--- config.mk ---
export PLATFORM = sky130hd
export DESIGN_NAME = rdtov_top
export DESIGN_NICKNAME = d
export VERILOG_FILES = /design/src/rtl/rdtov_pkg.sv /design/src/rtl/rdtov_tmr_if.sv /design/src/rtl/rdtov_top.sv /design/src/rtl/rdtov_timer.sv
export SDC_FILE = /design/constraint.sdc
export NUM_CORES = 1
export LEC_CHECK = 0
export ABC_AREA = 1
export BUFFER_PORTS_ARGS = -buffer_cell sky130_fd_sc_hd__buf_2
export CORE_MARGIN = 2
export CORE_UTILIZATION = 35
export DETAILED_ROUTE_END_ITERATION = 7
export SYNTH_ARGS = -nofsm -noshare
export SYNTH_HDL_FRONTEND = slang
export SYNTH_SLANG_ARGS = --single-unit
--- constraint.sdc ---
create_clock -name clock_in -period 5.5 [get_ports clock_in]
set_clock_uncertainty 0.05 [all_clocks]
set_input_delay 0.275 -clock clock_in [delete_from_list [all_inputs] [get_ports clock_in]]
set_output_delay 0.275 -clock clock_in [all_outputs]
set_load 0.005 [all_outputs]
--- src/rtl/rdtov_pkg.sv ---
// Constants for the residual definite-time overvoltage function
package rdtov_pkg;

    localparam int ADDR_W   = 3;
    localparam int DATA_W   = 16;
    localparam int LEVEL_W  = 6;
    localparam int DELAY_W  = 16;
    localparam int IRQ_W    = 3;

    // Register word indexes
    localparam logic [2:0] ADDR_CTRL     = 3'h0;
    localparam logic [2:0] ADDR_LEVEL    = 3'h1;
    localparam logic [2:0] ADDR_DELAY    = 3'h2;
    localparam logic [2:0] ADDR_RATED    = 3'h3;
    localparam logic [2:0] ADDR_STATUS   = 3'h4;
    localparam logic [2:0] ADDR_IRQ_STAT = 3'h5;
    localparam logic [2:0] ADDR_IRQ_EN   = 3'h6;
    localparam logic [2:0] ADDR_IRQ_CLR  = 3'h7;

    // Field positions
    localparam int CTRL_OPER_BIT   = 0;
    localparam int CTRL_SONLY_BIT  = 1;
    localparam int STAT_START_BIT  = 0;
    localparam int STAT_TRIP_BIT   = 1;
    localparam int STAT_INT_ST_BIT = 2;
    localparam int STAT_BLOCK_BIT  = 3;
    localparam int IRQ_START_BIT   = 0;
    localparam int IRQ_TRIP_BIT    = 1;
    localparam int IRQ_DROP_BIT    = 2;

    // Setting limits and reset values
    localparam logic [5:0]  LEVEL_MIN   = 6'h02;
    localparam logic [5:0]  LEVEL_MAX   = 6'h3C;
    localparam logic [5:0]  LEVEL_RST   = 6'h1E;
    localparam logic [15:0] DELAY_MAX   = 16'hEA60;
    localparam logic [15:0] DELAY_RST   = 16'h0064;
    localparam logic [15:0] RATED_RST   = 16'h2710;
    localparam logic        OPER_RST    = 1'b1;
    localparam logic        SONLY_RST   = 1'b0;
    localparam logic [6:0]  PERCENT_DIV = 7'h64;

    // Timing
    localparam int CLK_PERIOD_NS = 40;
    localparam int MS_IN_NS      = 1000000;
    localparam int CYC_PER_MS    = MS_IN_NS / CLK_PERIOD_NS;
    localparam logic [15:0] MIN_OPERATE_MS = 16'h0032;

endpackage

--- src/rtl/rdtov_tmr_if.sv ---
// Link between the decision logic and the delay timer
interface rdtov_tmr_if;
    logic        run;
    logic [15:0] delay_ms;
    logic        expired;
    modport ctl (output run, output delay_ms, input expired);
    modport tmr (input run, input delay_ms, output expired);
endinterface

--- src/rtl/rdtov_top.sv ---
// Residual definite-time overvoltage function with register port
//
// Strobed register access and the register addresses were left to the implementer.
module rdtov_top #(
    parameter int CYCLES_PER_MS = rdtov_pkg::CYC_PER_MS
) (
    input  wire logic        clock_in,
    input  wire logic        rst_n_in,
    input  wire logic [2:0]  reg_addr_in,
    input  wire logic [15:0] reg_wdata_in,
    input  wire logic        reg_wr_in,
    input  wire logic        reg_rd_in,
    input  wire logic [15:0] residual_fundamental_rms_in,
    input  wire logic        block_input_in,
    output logic [15:0]      reg_rdata_out,
    output logic             general_start_out,
    output logic             general_trip_out,
    output logic             irq_out
);

    rdtov_tmr_if tmr_link ();

    logic        oper_reg;
    logic        start_only_reg;
    logic [5:0]  level_reg;
    logic [15:0] delay_reg;
    logic [15:0] rated_reg;
    logic [2:0]  irq_stat_reg;
    logic [2:0]  irq_stat_next;
    logic [2:0]  irq_en_reg;
    logic [2:0]  irq_event;
    logic        int_start_reg;
    logic        int_start_next;
    logic        int_trip;
    logic        gen_start_next;
    logic        gen_trip_next;
    logic        above;
    logic        enabled;
    logic        wr_ctrl;
    logic        wr_level;
    logic        wr_delay;
    logic        wr_rated;
    logic        wr_irq_en;
    logic        wr_irq_clr;
    logic [15:0] eff_delay;
    logic [15:0] rdata_next;

    // Percentage of rated voltage, no divider needed
    function automatic logic above_level(
        input logic [15:0] rms,
        input logic [15:0] rated,
        input logic [5:0]  pct
    );
        logic [22:0] lhs;
        logic [22:0] rhs;
        lhs = 23'(rms) * 23'(rdtov_pkg::PERCENT_DIV);
        rhs = 23'(rated) * 23'(pct);
        return lhs > rhs;
    endfunction

    // Write decode shared by all setting registers
    function automatic logic wr_hit(
        input logic       wr,
        input logic [2:0] addr,
        input logic [2:0] target
    );
        return wr && (addr == target);
    endfunction

    assign wr_ctrl    = wr_hit(reg_wr_in, reg_addr_in,
                               rdtov_pkg::ADDR_CTRL);
    assign wr_level   = wr_hit(reg_wr_in, reg_addr_in,
                               rdtov_pkg::ADDR_LEVEL);
    assign wr_delay   = wr_hit(reg_wr_in, reg_addr_in,
                               rdtov_pkg::ADDR_DELAY);
    assign wr_rated   = wr_hit(reg_wr_in, reg_addr_in,
                               rdtov_pkg::ADDR_RATED);
    assign wr_irq_en  = wr_hit(reg_wr_in, reg_addr_in,
                               rdtov_pkg::ADDR_IRQ_EN);
    assign wr_irq_clr = wr_hit(reg_wr_in, reg_addr_in,
                               rdtov_pkg::ADDR_IRQ_CLR);

    // Operation and start-only selects
    always_ff @(posedge clock_in) begin
        if (!rst_n_in) begin
            oper_reg       <= rdtov_pkg::OPER_RST;
            start_only_reg <= rdtov_pkg::SONLY_RST;
        end else if (wr_ctrl) begin
            oper_reg       <= reg_wdata_in[rdtov_pkg::CTRL_OPER_BIT];
            start_only_reg <= reg_wdata_in[rdtov_pkg::CTRL_SONLY_BIT];
        end
    end

    // Out-of-range writes clamp, so the level never leaves its range
    always_ff @(posedge clock_in) begin
        if (!rst_n_in) begin
            level_reg <= rdtov_pkg::LEVEL_RST;
        end else if (wr_level) begin
            if (reg_wdata_in < 16'(rdtov_pkg::LEVEL_MIN)) begin
                level_reg <= rdtov_pkg::LEVEL_MIN;
            end else if (reg_wdata_in > 16'(rdtov_pkg::LEVEL_MAX)) begin
                level_reg <= rdtov_pkg::LEVEL_MAX;
            end else begin
                level_reg <= reg_wdata_in[rdtov_pkg::LEVEL_W-1:0];
            end
        end
    end

    // Delay in ms, clamped at the top of its range
    always_ff @(posedge clock_in) begin
        if (!rst_n_in) begin
            delay_reg <= rdtov_pkg::DELAY_RST;
        end else if (wr_delay) begin
            if (reg_wdata_in > rdtov_pkg::DELAY_MAX) begin
                delay_reg <= rdtov_pkg::DELAY_MAX;
            end else begin
                delay_reg <= reg_wdata_in;
            end
        end
    end

    // Rated voltage in the same units as the incoming magnitude
    always_ff @(posedge clock_in) begin
        if (!rst_n_in) begin
            rated_reg <= rdtov_pkg::RATED_RST;
        end else if (wr_rated) begin
            rated_reg <= reg_wdata_in;
        end
    end

    // Magnitude comes from upstream logic on this clock
    assign above   = above_level(residual_fundamental_rms_in,
                                 rated_reg, level_reg);
    assign enabled = oper_reg && !block_input_in;

    // Start follows the comparison; off or block holds it low
    assign int_start_next = above && enabled;

    always_ff @(posedge clock_in) begin
        if (!rst_n_in) begin
            int_start_reg <= 1'b0;
        end else begin
            int_start_reg <= int_start_next;
        end
    end

    // Short settings still respect the minimum operate time
    assign eff_delay = (delay_reg < rdtov_pkg::MIN_OPERATE_MS)
                     ? rdtov_pkg::MIN_OPERATE_MS : delay_reg;

    assign tmr_link.run      = int_start_reg;
    assign tmr_link.delay_ms = eff_delay;

    rdtov_timer #(
        .CYCLES_PER_MS (CYCLES_PER_MS)
    ) u_timer (
        .clock_in (clock_in),
        .rst_n_in (rst_n_in),
        .tmr      (tmr_link.tmr)
    );

    // Trip only once the timer expired with start still held
    assign int_trip = int_start_reg && tmr_link.expired;

    // Final gating
    assign gen_start_next = int_start_reg && enabled;
    assign gen_trip_next  = int_trip && enabled && !start_only_reg;

    always_ff @(posedge clock_in) begin
        if (!rst_n_in) begin
            general_start_out <= 1'b0;
            general_trip_out  <= 1'b0;
        end else begin
            general_start_out <= gen_start_next;
            general_trip_out  <= gen_trip_next;
        end
    end

    // Events taken from the gated outputs as software sees them
    assign irq_event[rdtov_pkg::IRQ_START_BIT] =
        gen_start_next && !general_start_out;
    assign irq_event[rdtov_pkg::IRQ_TRIP_BIT] =
        gen_trip_next && !general_trip_out;
    // Drop counts only when start fell without a trip
    assign irq_event[rdtov_pkg::IRQ_DROP_BIT] =
        !gen_start_next && general_start_out && !general_trip_out;

    // A new event beats a clear written in the same cycle
    always_comb begin
        irq_stat_next = irq_stat_reg;
        if (wr_irq_clr) begin
            irq_stat_next = irq_stat_next
                          & ~reg_wdata_in[rdtov_pkg::IRQ_W-1:0];
        end
        irq_stat_next = irq_stat_next | irq_event;
    end

    always_ff @(posedge clock_in) begin
        if (!rst_n_in) begin
            irq_stat_reg <= 3'h0;
        end else begin
            irq_stat_reg <= irq_stat_next;
        end
    end

    always_ff @(posedge clock_in) begin
        if (!rst_n_in) begin
            irq_en_reg <= 3'h0;
        end else if (wr_irq_en) begin
            irq_en_reg <= reg_wdata_in[rdtov_pkg::IRQ_W-1:0];
        end
    end

    always_ff @(posedge clock_in) begin
        if (!rst_n_in) begin
            irq_out <= 1'b0;
        end else begin
            irq_out <= |(irq_stat_next & irq_en_reg);
        end
    end

    // Read mux; unmapped and write-only words read zero
    always_comb begin
        rdata_next = 16'h0;
        case (reg_addr_in)
            rdtov_pkg::ADDR_CTRL: begin
                rdata_next[rdtov_pkg::CTRL_OPER_BIT]  = oper_reg;
                rdata_next[rdtov_pkg::CTRL_SONLY_BIT] = start_only_reg;
            end
            rdtov_pkg::ADDR_LEVEL: begin
                rdata_next[rdtov_pkg::LEVEL_W-1:0] = level_reg;
            end
            rdtov_pkg::ADDR_DELAY: begin
                rdata_next = delay_reg;
            end
            rdtov_pkg::ADDR_RATED: begin
                rdata_next = rated_reg;
            end
            rdtov_pkg::ADDR_STATUS: begin
                rdata_next[rdtov_pkg::STAT_START_BIT]  = general_start_out;
                rdata_next[rdtov_pkg::STAT_TRIP_BIT]   = general_trip_out;
                rdata_next[rdtov_pkg::STAT_INT_ST_BIT] = int_start_reg;
                rdata_next[rdtov_pkg::STAT_BLOCK_BIT]  = block_input_in;
            end
            rdtov_pkg::ADDR_IRQ_STAT: begin
                rdata_next[rdtov_pkg::IRQ_W-1:0] = irq_stat_reg;
            end
            rdtov_pkg::ADDR_IRQ_EN: begin
                rdata_next[rdtov_pkg::IRQ_W-1:0] = irq_en_reg;
            end
            default: begin
                rdata_next = 16'h0;
            end
        endcase
    end

    // Data stands only in the cycle after the read strobe
    always_ff @(posedge clock_in) begin
        if (!rst_n_in || !reg_rd_in) begin
            reg_rdata_out <= 16'h0;
        end else begin
            reg_rdata_out <= rdata_next;
        end
    end

    // Checking helpers: cycles with start held
    logic [31:0] run_cnt_reg;
    logic [31:0] min_cyc;
    logic [31:0] set_cyc;

    assign min_cyc = 32'(rdtov_pkg::MIN_OPERATE_MS) * 32'(CYCLES_PER_MS);
    assign set_cyc = 32'(eff_delay) * 32'(CYCLES_PER_MS);

    always_ff @(posedge clock_in) begin
        if (!rst_n_in || !int_start_reg) begin
            run_cnt_reg <= 32'h0;
        end else begin
            run_cnt_reg <= run_cnt_reg + 32'h1;
        end
    end
endmodule

--- src/rtl/rdtov_timer.sv ---
// Millisecond delay timer, restarted whenever run drops
module rdtov_timer #(
    parameter int CYCLES_PER_MS = rdtov_pkg::CYC_PER_MS
) (
    input  wire logic clock_in,
    input  wire logic rst_n_in,
    rdtov_tmr_if.tmr  tmr
);

    logic [31:0] pres_reg;
    logic [15:0] ms_reg;
    logic        expired_reg;
    logic        tick;

    assign tick = (pres_reg == 32'(CYCLES_PER_MS - 1));

    // Prescaler: one tick per millisecond of run time
    always_ff @(posedge clock_in) begin
        if (!rst_n_in || !tmr.run) begin
            pres_reg <= 32'h0;
        end else if (tick) begin
            pres_reg <= 32'h0;
        end else begin
            pres_reg <= pres_reg + 32'h1;
        end
    end

    // Elapsed ms; clearing on idle gives a fresh count
    always_ff @(posedge clock_in) begin
        if (!rst_n_in || !tmr.run) begin
            ms_reg <= 16'h0;
        end else if (tick && ms_reg < tmr.delay_ms) begin
            ms_reg <= ms_reg + 16'h1;
        end
    end

    // Only the set delay decides expiry, not the overshoot
    always_ff @(posedge clock_in) begin
        if (!rst_n_in) begin
            expired_reg <= 1'b0;
        end else begin
            expired_reg <= tmr.run && (ms_reg >= tmr.delay_ms);
        end
    end

    assign tmr.expired = expired_reg;

endmodule

# Yosys cells after proc, flatten, opt, wreduce, memory -nomap -nowiden
# Index checks and enable logic that the tools add are counted.
# Widths: inputs -> output; s select.
# totals
regBits	115
latchBits	0
mem_bits_rw	0
rom_bits	0
input_bits	40
n_memories	0
# classes
n_addsub	2
mul	2
div	0
order_cmp	7
n_eq_ne	8
shift	0
muxes	10
n_bitwise	4
n_reduce_logical	31
# ops
op	count
$add 32x1->32 const B	1
$eq 32x15->1 const B	1
$mux 16	2
$gt 23x22->1	1
$mul 16x6->22	1
$mul 16x5->21 const B	1
$pmux 10 s2	1
$logic_and 1x1->1	18
$add 16x1->16 const B	1
$ge 16x16->1	1
$gt 16x16->1 const B	1
$gt 16x6->1 const B	1
$lt 16x16->1	1
$lt 16x2->1 const B	1
$lt 16x6->1 const B	1
$pmux 2 s7	1
$eq 3x3->1 const B	4
$mux 6	2
$logic_not 1->1	8
$and 3x3->3	2
$eq 3x2->1 const B	2
$pmux 1 s6	1
$pmux 2 s3	1
$pmux 1 s4	1
8 further kinds	9

# Longest topological paths before layout
# logic_depth
word_depth	9
depth_mapped	27
ltp_nobuf	25

# Hierarchy
# From an unflattened synthesis, not the netlist that was laid out.
# unflattened
hier_cells	1707
area_unflattened_um2	11574.9
# by_module_without_submodules
mod	instances	cells_per_inst	area_each_um2	seq_area_each_um2
rdtov_top	1	1194	8289.2	1321.3
rdtov_timer	1	513	3285.7	980.9

# Worst setup path after synthesis
# No wires, ideal clock.
# synth_timing
path_kind	flip-flop to flip-flop
from	reg level_reg[5]
to	reg int_start_reg
setup_ns	0.117
t_arrival_ns	4.703
slack_ns	0.631
stages_incl_launch_ff	22
path_buffers	2
cell_sequence	dfxtp_1 clkbuf_1 clkbuf_1 nand2_1 fa_1 fa_1 fa_1 inv_1 ha_1 a21oi_1 o21ai_0 a21oi_1 o21ai_0 a21oi_1 xor2_1 ha_1 inv_1 nor4_1 nand4_1 nand3b_1 nand2_1 a21oi_1
# synth_via
elab_chain_len	3
# synth_lines
element	line	rtl
from (decl)	rdtov_top.sv:25	logic [5:0] level_reg;
from (signal assigned)	rdtov_top.sv:97	level_reg <= rdtov_pkg::LEVEL_RST;
from (signal assigned)	rdtov_top.sv:100	level_reg <= rdtov_pkg::LEVEL_MIN;
from (signal assigned)	rdtov_top.sv:102	level_reg <= rdtov_pkg::LEVEL_MAX;
$mul 16x6->22	rdtov_top.sv:57	rhs = 23'(rated) * 23'(pct);
$gt 23x22->1	rdtov_top.sv:58	return lhs > rhs;
$logic_and 1x1->1	rdtov_top.sv:137	assign int_start_next = above && enabled;
to (signal assigned)	rdtov_top.sv:143	int_start_reg <= int_start_next;
to (decl)	rdtov_top.sv:32	logic int_start_reg;
# Every way passes these cells.
# A chain may end at the register's enable or synchronous reset.

# Worst setup path in the final report
# Same ends and word-level chain as after synthesis.

==> metrics.txt <==
1st-iter DRT viols 723; post-synthesis adder-cell area fraction 25.6%; die area around 0.034 mm^2; Setup CP Type reg2reg; Global Route Usage Sum 16.7%; CTS tree yes; most frequent cells in the layout nand2_1 (349), inv_1 (336), a21oi_1 (130); RSZ-0062 raised after global routing false; total I/O pin count a little under 60; CP Max Fanout 10; Final Util 39.6%; clock-pin slew on the worst setup and hold paths 0.06 ns; min Tclk post-route a little over 5 ns; Slew @ Worst Pin between 1 and 1.5 ns; Cells after Synth 1,591; Hold WS around 0.086 ns; clk buf depth 2; final-stage net count 1,852; Routability Congestion a little over 0.9; Final ANT Viol Nets 0; DRC violations left 0; Post-synth EDFFs 0; flops & latches, synth around 120; total number of vias 9,844; top_reg_cell synth dfxtp_1; crit end category flop; row count 65; first-pass GRT wire length roughly 46 mm; Detailed Route WL 26.9 mm; Die X 183 um; CTS H-tree depth 4; Final Hold Fails 0; Worst Path Arrival 5.34 ns; status finished clean; Setup crit start kind flop; Pre-Repair DR Iteration Count 5; setup violators final 0; Synthesis Warnings 0; mean area per synthesized cell 7.06 um^2; placed cell count 2,006; final period utilization 92.4%; setup bufs post-CTS 0; worst hold path class in2reg; Slew Limit Headroom around 29%; Initial Util 35.6%; Synth cell types 51; initial antenna violation count 0; Antenna Cells 0; power per cell area 281 mW/mm^2; core area 0.0316 mm^2; LEAKAGE 6.35 nW; post-synthesis sequential area ratio 20.5%; total congestion overflow 0; Synth Cell Area 0.0112 mm^2; mux contribution to synthesized area 0%; Layout Cells excl Fill between 2,000 and 2,500; DP HPWL 21.2 mm; max FFs per register 32; Tot Pwr 3.51 mW; ratio of cells with drive above 1 in the final layout 9.11%; dominant cells by area after synthesis dfxtp_1 (20%), ha_1 (13%), fa_1 (12%); average vias per placed instance 4.83; Synth Area in XOR/XNOR 4.13%; post-synthesis net count 1,820; Max IR drop VDD 0.000219 V; compound-cell area share of the yosys netlist 11.1%; most common cell after layout, fill and taps aside nand2_1; maxcap violations 0; total CTS buffers 17; number of global-route vias before repair 9,630; WP data required 5.76 ns; Final Max Slew Viols 0; CTS sink count 115; Area Overhead vs Synth 11.4%; largest family of logic cells by synthesized area adder cells; largest net degree at the start of global routing 40; IO buf count slightly below 60; area fraction in and, or, nand and nor cells after synthesis 25.1%; Die Y 183 um; post-synth top area cell dfxtp_1; Clock Latency Late Sink 0.42 ns; share of the synthesized area in the top cell type between 20% and 30%; Filler cells 3,276; Async SR Flop Fraction 0%; setup TNS 0 ns; root buf cell clkbuf_16; WL/cell 13.2 um; FMAX ~200 MHz
-- cell usage after synthesis, types with 2 or more instances --
cell,n
nand4_1,37
nor3_4,3
ha_1,121
xor2_1,30
o21a_1,4
o21ai_1,3
or2_2,2
o211ai_1,5
nand2_2,7
o21bai_1,3
nor3_1,28
dfxtp_1,115
inv_1,336
nor4_1,11
nand2_1,349
buf_2,11
nor2_2,3
nor3b_2,4
buf_6,3
o21ai_0,49
a211oi_1,2
o31ai_1,3
nand3b_1,5
o22ai_1,3
clkbuf_1,31
nor2_1,90
a21oi_1,130
fa_1,68
o211ai_2,4
a31oi_1,6
nor4_2,3
nand3_2,3
a22oi_1,3
nand3_1,49
inv_2,8
nor3b_1,4
xnor2_1,23
nor2_4,8
a21o_1,6
buf_1,3
nor3_2,3
buf_4,2
and2_1,2
-- per-stage QoR --
step | instance area (um^2) | setup WS, ns
5_1_grt | 12500 | 0.0524
4_1_cts | 12500 | 0.229
6_report | 12500 | 0.419
2_1_floorplan | 11200 | 0.631
3_5_place_dp | 11800 | 0.261
3_3_place_gp | 11800 | 0.372
-- power breakdown --
| part | internal (mW) | switching, mW |
|---|---|---|
| clock network | 0.861 | 0.417 |
| registers | 0.850 | 0.0260 |
| logic | 0.530 | 0.826 |
-- area by class of cell --
class	count	area [um^2]	share of cell area [%]
multi-input combinational	1082	7410	59.2
inverter	344	1290	10.3
clock inverter	13	230	1.84
tap	402	503	4.02
timing repair buffer	63	328	2.62
sequential	115	2310	18.4
clock buffer	19	443	3.54
-- worst paths after layout --
kind                                          start             endpoint  slack [ns]  depth (start not counted)
worst max-delay path                   level_reg[5]        int_start_reg        0.42                         21
worst min-delay path               reg_wdata_in[12]        delay_reg[12]        0.09                          3
worst max register to register         level_reg[5]        int_start_reg        0.42                         21
worst min register to register  u_timer.pres_reg[0]  u_timer.pres_reg[0]        0.40                          1
-- worst max-delay path: stages, from the launching register on --
cell and delay (ns):
dfxtp_1 0.58, buf_4 0.26, nand2_1 0.07, inv_1 0.09, fa_1 0.43, fa_1 0.54, inv_1 0.05, fa_1 0.52
inv_1 0.04, ha_1 0.35, a21oi_1 0.32, o21bai_1 0.16, a21oi_1 0.18, nand3_1 0.16, xor2_1 0.18, ha_1 0.29
nand2_1 0.07, nor4_1 0.23, nand4_1 0.11, nand3b_1 0.17, nand2_1 0.06, a21oi_1 0.04
-- metal layers --
layer / wire length, um / up-vias / GRT usage (%)
met3: 1180 / 34 / 3.00
met1: 12600 / 4516 / 22.1
met4: 368 / 0 / 4.06
met5: 0 / - / 0
met2: 12800 / 220 / 28.2
li1: - / 5074 / -
-- logic make-up (layout without fill, tap and decap cells) --
logic type                 Yosys count  after routing
and+or+nand+nor                    615            615
buffers and inverters              394            439
AOI/OAI and AO/OA                  225            225
adders and majority gates          189            189
DFF                                115            115
xor gates and xnor gates            53             53
-- what timing repair did --
item | 4_1_cts | 5_1_grt
endpoints found under the setup margin | 0 | 1
hold buffers | 0 | 0
resized for setup | 0 | 5
Note: power is estimated with default switching activity, not from simulation.
